$ cat config.mk
export PLATFORM = sky130hd
export DESIGN_NAME = pcc_port_charging_power_control
export DESIGN_NICKNAME = d
export VERILOG_FILES = /design/src/include/pcc_pkg.sv /design/src/core/pcc_port_charging_power_control.sv
export SDC_FILE = /design/constraint.sdc
export NUM_CORES = 1
export LEC_CHECK = 0
export BUFFER_PORTS_ARGS = -buffer_cell sky130_fd_sc_hd__buf_2
export CORE_ASPECT_RATIO = 0.8
export CORE_MARGIN = 3
export CORE_UTILIZATION = 59
export CTS_CLUSTER_SIZE = 28
export DETAILED_ROUTE_END_ITERATION = 7
export PLACE_DENSITY = 0.83
export REMOVE_ABC_BUFFERS = 1
export SYNTH_ARGS = -nofsm -noshare
export SYNTH_HDL_FRONTEND = slang
export SYNTH_SLANG_ARGS = --single-unit
$ cat constraint.sdc
create_clock -name clk_i -period 5.4 [get_ports clk_i]
set_input_delay 1.08 -clock clk_i [delete_from_list [all_inputs] [get_ports clk_i]]
set_output_delay 1.08 -clock clk_i [all_outputs]
set_load 0.1 [all_outputs]
$ cat src/include/pcc_pkg.sv
// Constants, modes and carrier structs for the port charging and power control block.
// Assumes one core clock and a synchronous active-high reset.
// Behaviour
// - Four-bit per-port charging enable field.
// - Charging downstream mode needs VBUS, configured, power.
// - Unconnected upstream with automatic mode off gives dedicated charging mode.
// - Divider modes only unconnected with automatic mode.
// - Divider mode presents fixed level on data lines.
// - Unconnected and enabled asserts port power enable.
// - Automatic mode off uses dedicated charging.
// - Start highest divider mode, stay without pull-up.
// - Divider pull-up: power off, vendor or dedicated.
// - Vendor pull-up: power off, then dedicated mode.
// - Dedicated pull-up or voltage detect returns divider.
// - Register settings map to charging mode table.
// - Strapped automatic mode alternates divider-2 and dedicated.
// - Settings from registers if configured, else straps.
// - Charging enabled forces per-port power switching.
// - Power switch disable and ganged bits select switching.
// - Power enable outputs follow polarity bit.
// - Upstream speed limits downstream superspeed and high speed.
// - Strap pins latched two cycles after reset release.
package pcc_pkg;

    localparam int PCC_PORTS = 4;
    localparam int PCC_OFF_TIME_NS = 100000;
    localparam int PCC_CLK_PERIOD_NS = 4;
    localparam int PCC_OFF_CYCLES = (PCC_OFF_TIME_NS + PCC_CLK_PERIOD_NS - 1) / PCC_CLK_PERIOD_NS;
    localparam int PCC_CNT_W = 16;

    localparam int PCC_ADR_CTRL = 0;
    localparam int PCC_ADR_STAT = 4;
    localparam int PCC_ADR_MODE = 8;
    localparam logic [3:0] PCC_ADR_CTRL_W = 4'h0;
    localparam logic [3:0] PCC_ADR_STAT_W = 4'h4;
    localparam logic [3:0] PCC_ADR_MODE_W = 4'h8;

    // Control register fields.
    localparam int PCC_CTL_EN_LSB = 0;
    localparam int PCC_CTL_AUTO_DIS = 4;
    localparam int PCC_CTL_HICUR = 5;
    localparam int PCC_CTL_VENDOR = 6;
    localparam int PCC_CTL_PSW_DIS = 7;
    localparam int PCC_CTL_GANGED = 8;
    localparam int PCC_CTL_POL = 9;
    localparam int PCC_CTL_CFG = 10;
    localparam logic [10:0] PCC_CTL_RESET = 11'h000;

    typedef enum logic [5:0] {
        PCC_NONE = 6'h01,
        PCC_CDP = 6'h02,
        PCC_DCP = 6'h04,
        PCC_DIV = 6'h08,
        PCC_VEND = 6'h10,
        PCC_OFF = 6'h20
    } pcc_mode_e;

    typedef enum logic [1:0] {
        PCC_SPD_SS = 2'h0,
        PCC_SPD_HS = 2'h1,
        PCC_SPD_FS = 2'h2
    } pcc_speed_e;

    typedef struct packed {
        logic [3:0] enable;
        logic auto_dis;
        logic psw_dis;
        logic ganged;
        logic pol;
    } pcc_straps_s;

    typedef struct packed {
        logic vbus_valid;
        logic configured;
        logic host_power;
    } pcc_up_s;

endpackage

$ cat src/core/pcc_port_charging_power_control.sv
// Per-port charging mode selection and power enable control for a four-port hub.
// Assumes a classic Wishbone master, comparator inputs from the analog side and straps on pins.
`timescale 1ns/10ps
module pcc_port_charging_power_control
    import pcc_pkg::*;
#(
    parameter int OFF_CYCLES = PCC_OFF_CYCLES
) (
    input wire logic clk_i,
    input wire logic rst_i,
    input wire logic wb_cyc_i,
    input wire logic wb_stb_i,
    input wire logic wb_we_i,
    input wire logic [3:0] wb_adr_i,
    input wire logic [3:0] wb_sel_i,
    input wire logic [31:0] wb_dat_i,
    output logic [31:0] wb_dat_o,
    output logic wb_ack_o,
    input wire pcc_straps_s straps_i,
    input wire logic upstream_connected_i,
    input wire pcc_up_s upstream_i,
    input wire logic [1:0] upstream_speed_i,
    input wire logic [3:0] dp_pullup_i,
    input wire logic [3:0] data_line_voltage_detect_i,
    output logic [3:0] port_power_enable_out_o,
    output logic [3:0] divider_charge_mode_o,
    output logic [3:0] divider_charge_high_o,
    output logic [3:0] cdp_mode_o,
    output logic [3:0] dcp_mode_o,
    output logic per_port_power_o,
    output logic power_switch_enable_o,
    output logic ds_superspeed_disable_o,
    output logic ds_highspeed_disable_o
);

    logic [10:0] ctrl_reg;
    pcc_straps_s strap_reg;
    logic strap_take_reg;
    logic [1:0] rst_seen_reg;
    pcc_straps_s strap_s1_reg;
    pcc_straps_s strap_s2_reg;
    logic [3:0] pu_s1_reg;
    logic [3:0] pu_s2_reg;
    logic [3:0] vd_s1_reg;
    logic [3:0] vd_s2_reg;
    logic [2:0] up_s1_reg;
    logic [2:0] up_s2_reg;
    logic conn_s1_reg;
    logic conn_s2_reg;
    logic [1:0] spd_s1_reg;
    logic [1:0] spd_s2_reg;
    pcc_mode_e mode_reg [PCC_PORTS];
    pcc_mode_e after_off_reg [PCC_PORTS];
    logic [PCC_CNT_W-1:0] cnt_reg [PCC_PORTS];

    logic [3:0] en_sel;
    logic auto_dis_sel;
    logic hicur_sel;
    logic vendor_sel;
    logic psw_dis_sel;
    logic ganged_sel;
    logic pol_sel;
    logic [3:0] power_on;

    // Two flip-flops on every input from outside the clock domain.
    always_ff @(posedge clk_i) begin
        strap_s1_reg <= straps_i;
        strap_s2_reg <= strap_s1_reg;
        pu_s1_reg <= dp_pullup_i;
        pu_s2_reg <= pu_s1_reg;
        vd_s1_reg <= data_line_voltage_detect_i;
        vd_s2_reg <= vd_s1_reg;
        up_s1_reg <= upstream_i;
        up_s2_reg <= up_s1_reg;
        conn_s1_reg <= upstream_connected_i;
        conn_s2_reg <= conn_s1_reg;
        spd_s1_reg <= upstream_speed_i;
        spd_s2_reg <= spd_s1_reg;
    end

    // Straps are latched once, two cycles after reset release, from the synchronised copy.
    always_ff @(posedge clk_i) begin
        if (rst_i) begin
            rst_seen_reg <= 2'h0;
            strap_take_reg <= 1'b0;
            strap_reg <= '0;
        end else begin
            rst_seen_reg <= {rst_seen_reg[0], 1'b1};
            if (rst_seen_reg[1] && !strap_take_reg) begin
                strap_reg <= strap_s2_reg;
                strap_take_reg <= 1'b1;
            end
        end
    end

    // Wishbone slave with one-cycle answer; ack drops the cycle after it was given.
    always_ff @(posedge clk_i) begin
        if (rst_i) begin
            ctrl_reg <= PCC_CTL_RESET;
            wb_ack_o <= 1'b0;
            wb_dat_o <= 32'h0;
        end else begin
            wb_ack_o <= wb_cyc_i && wb_stb_i && !wb_ack_o;
            if (wb_cyc_i && wb_stb_i && !wb_ack_o) begin
                wb_dat_o <= 32'h0;
                case (wb_adr_i)
                    PCC_ADR_CTRL_W: begin
                        wb_dat_o <= {21'h0, ctrl_reg};
                        if (wb_we_i) begin
                            if (wb_sel_i[0]) begin
                                ctrl_reg[7:0] <= wb_dat_i[7:0];
                            end
                            if (wb_sel_i[1]) begin
                                ctrl_reg[10:8] <= wb_dat_i[10:8];
                            end
                        end
                    end
                    PCC_ADR_STAT_W: begin
                        wb_dat_o <= {16'h0, power_on, en_sel, 1'b0, strap_take_reg,
                                     spd_s2_reg, conn_s2_reg, up_s2_reg};
                    end
                    PCC_ADR_MODE_W: begin
                        wb_dat_o <= {2'h0, mode_reg[3], 2'h0, mode_reg[2], 2'h0,
                                     mode_reg[1], 2'h0, mode_reg[0]};
                    end
                    default: begin
                        wb_dat_o <= 32'h0;
                    end
                endcase
            end
        end
    end

    // Registers rule when configured over the bus, otherwise the latched straps.
    always_comb begin
        if (ctrl_reg[PCC_CTL_CFG]) begin
            en_sel = ctrl_reg[PCC_CTL_EN_LSB +: 4];
            auto_dis_sel = ctrl_reg[PCC_CTL_AUTO_DIS];
            hicur_sel = ctrl_reg[PCC_CTL_HICUR];
            vendor_sel = ctrl_reg[PCC_CTL_VENDOR];
            psw_dis_sel = ctrl_reg[PCC_CTL_PSW_DIS];
            ganged_sel = ctrl_reg[PCC_CTL_GANGED];
            pol_sel = ctrl_reg[PCC_CTL_POL];
        end else begin
            en_sel = strap_reg.enable;
            auto_dis_sel = strap_reg.auto_dis;
            hicur_sel = 1'b1;
            vendor_sel = 1'b0;
            psw_dis_sel = strap_reg.psw_dis;
            ganged_sel = strap_reg.ganged;
            pol_sel = strap_reg.pol;
        end
    end

    // Per-port charging state machines.
    for (genvar p = 0; p < PCC_PORTS; p++) begin : g_port
        always_ff @(posedge clk_i) begin
            if (rst_i) begin
                mode_reg[p] <= PCC_NONE;
                after_off_reg[p] <= PCC_NONE;
                cnt_reg[p] <= '0;
            end else if (!en_sel[p]) begin
                mode_reg[p] <= PCC_NONE;
                cnt_reg[p] <= '0;
            end else if (up_s2_reg[2]) begin
                mode_reg[p] <= (up_s2_reg[1] && up_s2_reg[0]) ? PCC_CDP : PCC_NONE;
                cnt_reg[p] <= '0;
            end else if (conn_s2_reg) begin
                mode_reg[p] <= PCC_NONE;
                cnt_reg[p] <= '0;
            end else if (auto_dis_sel) begin
                mode_reg[p] <= PCC_DCP;
                cnt_reg[p] <= '0;
            end else begin
                case (mode_reg[p])
                    PCC_DIV: begin
                        if (pu_s2_reg[p]) begin
                            after_off_reg[p] <= vendor_sel ? PCC_VEND : PCC_DCP;
                            mode_reg[p] <= PCC_OFF;
                            cnt_reg[p] <= PCC_CNT_W'(OFF_CYCLES);
                        end
                    end
                    PCC_VEND: begin
                        if (pu_s2_reg[p]) begin
                            after_off_reg[p] <= PCC_DCP;
                            mode_reg[p] <= PCC_OFF;
                            cnt_reg[p] <= PCC_CNT_W'(OFF_CYCLES);
                        end
                    end
                    PCC_DCP: begin
                        if (pu_s2_reg[p] || vd_s2_reg[p]) begin
                            after_off_reg[p] <= PCC_DIV;
                            mode_reg[p] <= PCC_OFF;
                            cnt_reg[p] <= PCC_CNT_W'(OFF_CYCLES);
                        end
                    end
                    PCC_OFF: begin
                        if (cnt_reg[p] <= PCC_CNT_W'(1)) begin
                            mode_reg[p] <= after_off_reg[p];
                            cnt_reg[p] <= '0;
                        end else begin
                            cnt_reg[p] <= cnt_reg[p] - PCC_CNT_W'(1);
                        end
                    end
                    default: begin
                        mode_reg[p] <= PCC_DIV;
                    end
                endcase
            end
        end
        assign power_on[p] = (mode_reg[p] != PCC_NONE) && (mode_reg[p] != PCC_OFF);
    end

    // Outputs, all registered.
    always_ff @(posedge clk_i) begin
        if (rst_i) begin
            port_power_enable_out_o <= 4'h0;
            divider_charge_mode_o <= 4'h0;
            divider_charge_high_o <= 4'h0;
            cdp_mode_o <= 4'h0;
            dcp_mode_o <= 4'h0;
            per_port_power_o <= 1'b1;
            power_switch_enable_o <= 1'b0;
            ds_superspeed_disable_o <= 1'b0;
            ds_highspeed_disable_o <= 1'b0;
        end else begin
            for (int i = 0; i < PCC_PORTS; i++) begin
                port_power_enable_out_o[i] <= power_on[i] ^ pol_sel;
                divider_charge_mode_o[i] <= (mode_reg[i] == PCC_DIV);
                divider_charge_high_o[i] <= (mode_reg[i] == PCC_DIV) && hicur_sel;
                cdp_mode_o[i] <= (mode_reg[i] == PCC_CDP);
                dcp_mode_o[i] <= (mode_reg[i] == PCC_DCP);
            end
            per_port_power_o <= !ganged_sel || (en_sel != 4'h0);
            power_switch_enable_o <= !psw_dis_sel;
            ds_superspeed_disable_o <= (spd_s2_reg != PCC_SPD_SS);
            ds_highspeed_disable_o <= (spd_s2_reg == PCC_SPD_FS);
        end
    end

endmodule

# Word level (Yosys, flattened, before mapping)
# Memory sizes are Yosys's and may differ from the RTL's.
# Index checks and enable logic that the tools add are counted.
[totals]
register_bits = 123
latchBits = 0
ramBits = 108
mem_bits_ro = 0
input_bits = 67
out_inout_bits = 57
elab_cells = 536
n_memories = 3
[op_classes]
addsub = 4
multipliers = 0
n_div = 0
magnitude_cmp = 4
n_eq_ne = 31
shift = 0
n_mux = 335
bitwise_logic = 88
reduce_logical = 30
[mem_list]
columns = ["memory", "words", "word_bits", "read_ports", "rd_clocked_by_memory_dff", "write_ports", "line", "source"]
rows = [
  ["cnt_reg", 4, 16, 4, 0, 4, "pcc_port_charging_power_control.sv:54", "logic [PCC_CNT_W-1:0] cnt_reg [PCC_PORTS];"],
  ["mode_reg", 4, 6, 4, 0, 4, "pcc_port_charging_power_control.sv:52", "pcc_mode_e mode_reg [PCC_PORTS];"],
  ["after_off_reg", 4, 5, 4, 0, 4, "pcc_port_charging_power_control.sv:53", "pcc_mode_e after_off_reg [PCC_PORTS];"],
]
[op_table]
columns = ["cell", "count"]
rows = [
  ["2-to-1 mux 16 bit", 36],
  ["2-to-1 mux 1 bit", 247],
  ["2-to-1 mux 6 bit", 36],
  ["one-hot mux 30 bit (3 select lines)", 1],
  ["bitwise OR 1 bit", 84],
  ["2-to-1 mux 5 bit", 13],
  ["less-or-equal comparator 16 x 1 -> 1 bit (second input constant)", 4],
  ["subtractor 16 x 1 -> 16 bit (second input constant)", 4],
  ["equality test 6 x 2 -> 1 bit (second input constant)", 4],
  ["equality test 6 x 3 -> 1 bit (second input constant)", 4],
  ["equality test 6 x 4 -> 1 bit (second input constant)", 4],
  ["equality test 6 x 5 -> 1 bit (second input constant)", 4],
  ["equality test 6 bit (second input constant)", 4],
  ["inequality test 6 x 1 -> 1 bit (second input constant)", 4],
  ["inequality test 6 bit (second input constant)", 4],
  ["OR reduction 4 bit", 4],
  ["logical AND 1 bit", 12],
  ["AND reduction 4 bit", 2],
  ["logical OR 1 bit", 5],
  ["equality test 4 x 3 -> 1 bit (second input constant)", 1],
  ["equality test 4 bit (second input constant)", 1],
  ["zero test 1 bit", 4],
  ["zero test 4 bit", 1],
  ["2-to-1 mux 4 bit", 1],
  ["5 further kinds", 8],
]

# Depth between registers and ports, before layout
# An unclocked memory read counts as a cell.
[logic_depth]
depth_word = 14
ltp_mapped = 8
depth_no_buf = 7

# Worst setup path after synthesis
# No wires, ideal clock.
[synth_path]
path_type = "input -> register"
start = "input rst_i"
end = "memory cnt_reg[2][0] (enable)"
setup_ns = 0.411
arrival_time_ns = 3.104
t_required_ns = 4.989
slack_ns = 1.885
stages = 3
n_path_buf = 0
cell_sequence = "or3_1 -> or3_1 -> o21ai_0"
[synth_rtl]
columns = ["element", "line", "source"]
rows = [
  ["start, declared", "pcc_port_charging_power_control.sv:10", "input wire logic rst_i,"],
  ["end, declared", "pcc_port_charging_power_control.sv:54", ""],
]

==> results.json <==
{
  "postCtsSetupBuffers": 0,
  "ctsHoldBuffers": 0,
  "power.density_nw_per_um2": 340,
  "fin_ws_ps": 1640,
  "synth_most_common_cell": "nor2_1",
  "clock-sinks": 223,
  "diodes": 0,
  "syn_to_final_growth_pct": 14.7,
  "vias": 6939,
  "ant_nets": 0,
  "ys_types": 65,
  "grt_max_degree": 42,
  "pwr-share-seq_pct": 49.4,
  "p_leak_nw": 4.74,
  "maxSlewHeadroom_pct": 19.7,
  "cts.repair.resized": 0,
  "ir_worst_vdd_uv": 243,
  "cts.htree.levels": 1,
  "dieArea_sq_um": 17600,
  "hp-class": "flip-flop to flip-flop",
  "finClkSkew_ps": 10.2,
  "placed_area_sq_um": 10100,
  "yosys-top-cells-area": "edfxtp_1 33%, dfxtp_1 25%, nor2_1 6.9%",
  "antenna_found_initial": 0,
  "async_flop_share_pct": 0,
  "power.internal_mw": 2.84,
  "max_freq_mhz": 266,
  "status": "finished clean",
  "setup_viol": 0,
  "cts_buffers": 22,
  "synth_commonest_cells": "173 x nor2_1, 120 x dfxtp_1, 103 x edfxtp_1",
  "clock_latency_ps": 510,
  "yosys_warnings": 0,
  "clockRootBuffer": "clkbuf_16",
  "start_util_pct": 61.6,
  "crit_type": "primary input to flip-flop",
  "cts_tree": "done",
  "die_w_um": 148,
  "dp_hpwl_um": 14300,
  "hold_viol": 0,
  "ys_ff_latch": 223,
  "synth.top_cell.area_share_pct": 32.7,
  "cp_max_fo": 36,
  "synth_largest_area_cell": "edfxtp_1",
  "worstMarginPinSlew_ps": 1200,
  "rsz0062_at_grt": "no",
  "netSwitchingFraction_pct": 23.1,
  "endpoint_kind": "flip-flop",
  "hold_slack_ps": 324,
  "grt-ovfl-total": 0,
  "first_pass_iters": 5,
  "syn-cell-area_sq_um": 9470,
  "io-pin-count": 124,
  "largest_register_ff_count": 64,
  "avgSynthCellArea_sq_um": 10.7,
  "pwr-share-comb_pct": 7.0,
  "switching_power_uw": 850,
  "final_area_sq_um": 10900,
  "cp.arrival_ps": 3900,
  "yosys_most_used_dff": "dfxtp_1",
  "grt_pass1_vias": 6609,
  "core_sq_um": 15400,
  "clkPwrFrac_pct": 43.6,
  "grt_pass1_wl_um": 33700,
  "fin_nets": 1041,
  "drive_gt1_share_pct": 17.4,
  "gp_congestion": 0.955,
  "slew_violations": 0,
  "start_kind": "primary input",
  "routed_via_density": 5.82,
  "wl_um": 21000,
  "ys_seq_area_share_pct": 58.0,
  "setup_tns_ps": 0,
  "die_h_um": 119,
  "track_usage_pct": 23.5,
  "cts_buffer_depth": 3,
  "io_buffer_count": 96,
  "cap_violations": 0,
  "fin_crit_ps": 3760,
  "clk_pin_slew_worst_paths_ps": 60,
  "num_rows": 40,
  "critical_path_required_ps": 5540,
  "avgRoutedWirePerCell_um": 17.6,
  "synth_edf_count": 103,
  "fin_crit_sh_pct": 69.6,
  "synth_cells": 883,
  "drt_iter0_markers": 615,
  "place_ws_ps": 1160,
  "power_mw": 3.69,
  "route.detailed.drc": 0
}
[layout make-up]
class	instances	area, sq um
sequential	223	5500
inverter	16	60.1
tap	210	263
multi-input combinational	603	3740
timing repair buffer	100	510
fill	1142	4510
clock buffer	34	752
clock inverter	6	38.8
[routing by layer]
metal | global-route usage (%) | vias up | part of all wire [%]
li1 | - | 3313 | -
met5 | 0 | - | 0
met2 | 36.7 | 295 | 45
met3 | 4.53 | 52 | 7.8
met1 | 33.4 | 3279 | 44
met4 | 7.10 | 0 | 2.9
[cell families after synthesis]
kind of cell    after synthesis  synth area share, %
flops                       223                 58.0
mux                          36                 3.98
buf+inv                      60                 2.76
xor+xnor                     68                 6.29
compound gates               99                 6.91
other cells                   1               0.0396
simple gates                388                 20.9
fa+ha+maj                     8                 1.06
[metrics by stage]
step	cells	utilization [%]
after detailed placement	1152	65.5
after global placement	1152	65.5
after floorplan	842	-
final	1192	70.7
after global routing	1192	70.7
after CTS	1192	70.7
[placed cells by master (no fill, tap or decap), drive strengths merged, types with 19 or more instances in the layout]
cell	count
nor3	45
mux2i	26
dfxtp	120
xnor2	38
o21ai	33
clkbuf	34
nor4	19
buf	100
nand2	39
xor2	30
nor2	173
edfxtp	103
[critical path: stages]
cell and delay [ps]:
buf_2 320, nor3_1 730, nand3_1 380, o22ai_1 410, clkinv_1 310, nand3_1 630
[power groups by stage]
| stage | logic, mW | registers (mW) | clock network [mW] |
|---|---|---|---|
| after detailed placement | 0.255 | 1.86 | 0 |
| final | 0.259 | 1.82 | 1.61 |
| after CTS | 0.258 | 1.82 | 1.62 |
| after global routing | 0.277 | 1.82 | 1.69 |
| after global placement | 0.251 | 1.85 | 0 |
| after floorplan | 0.123 | 1.91 | 0 |
[path summary, 6_finish.rpt]
check | end | startpoint | cells after the start | slack, ps
worst max-delay path | cnt_reg[3][0] | rst_i | 6 | 1640
worst max register to register | cnt_reg[0][10] | ctrl_reg[10] | 5 | 2000
worst min register to register | up_s2_reg[1] | up_s1_reg[1] | 0 | 320
worst min-delay path | up_s2_reg[1] | up_s1_reg[1] | 0 | 320
(Power assumes the default switching activity.)
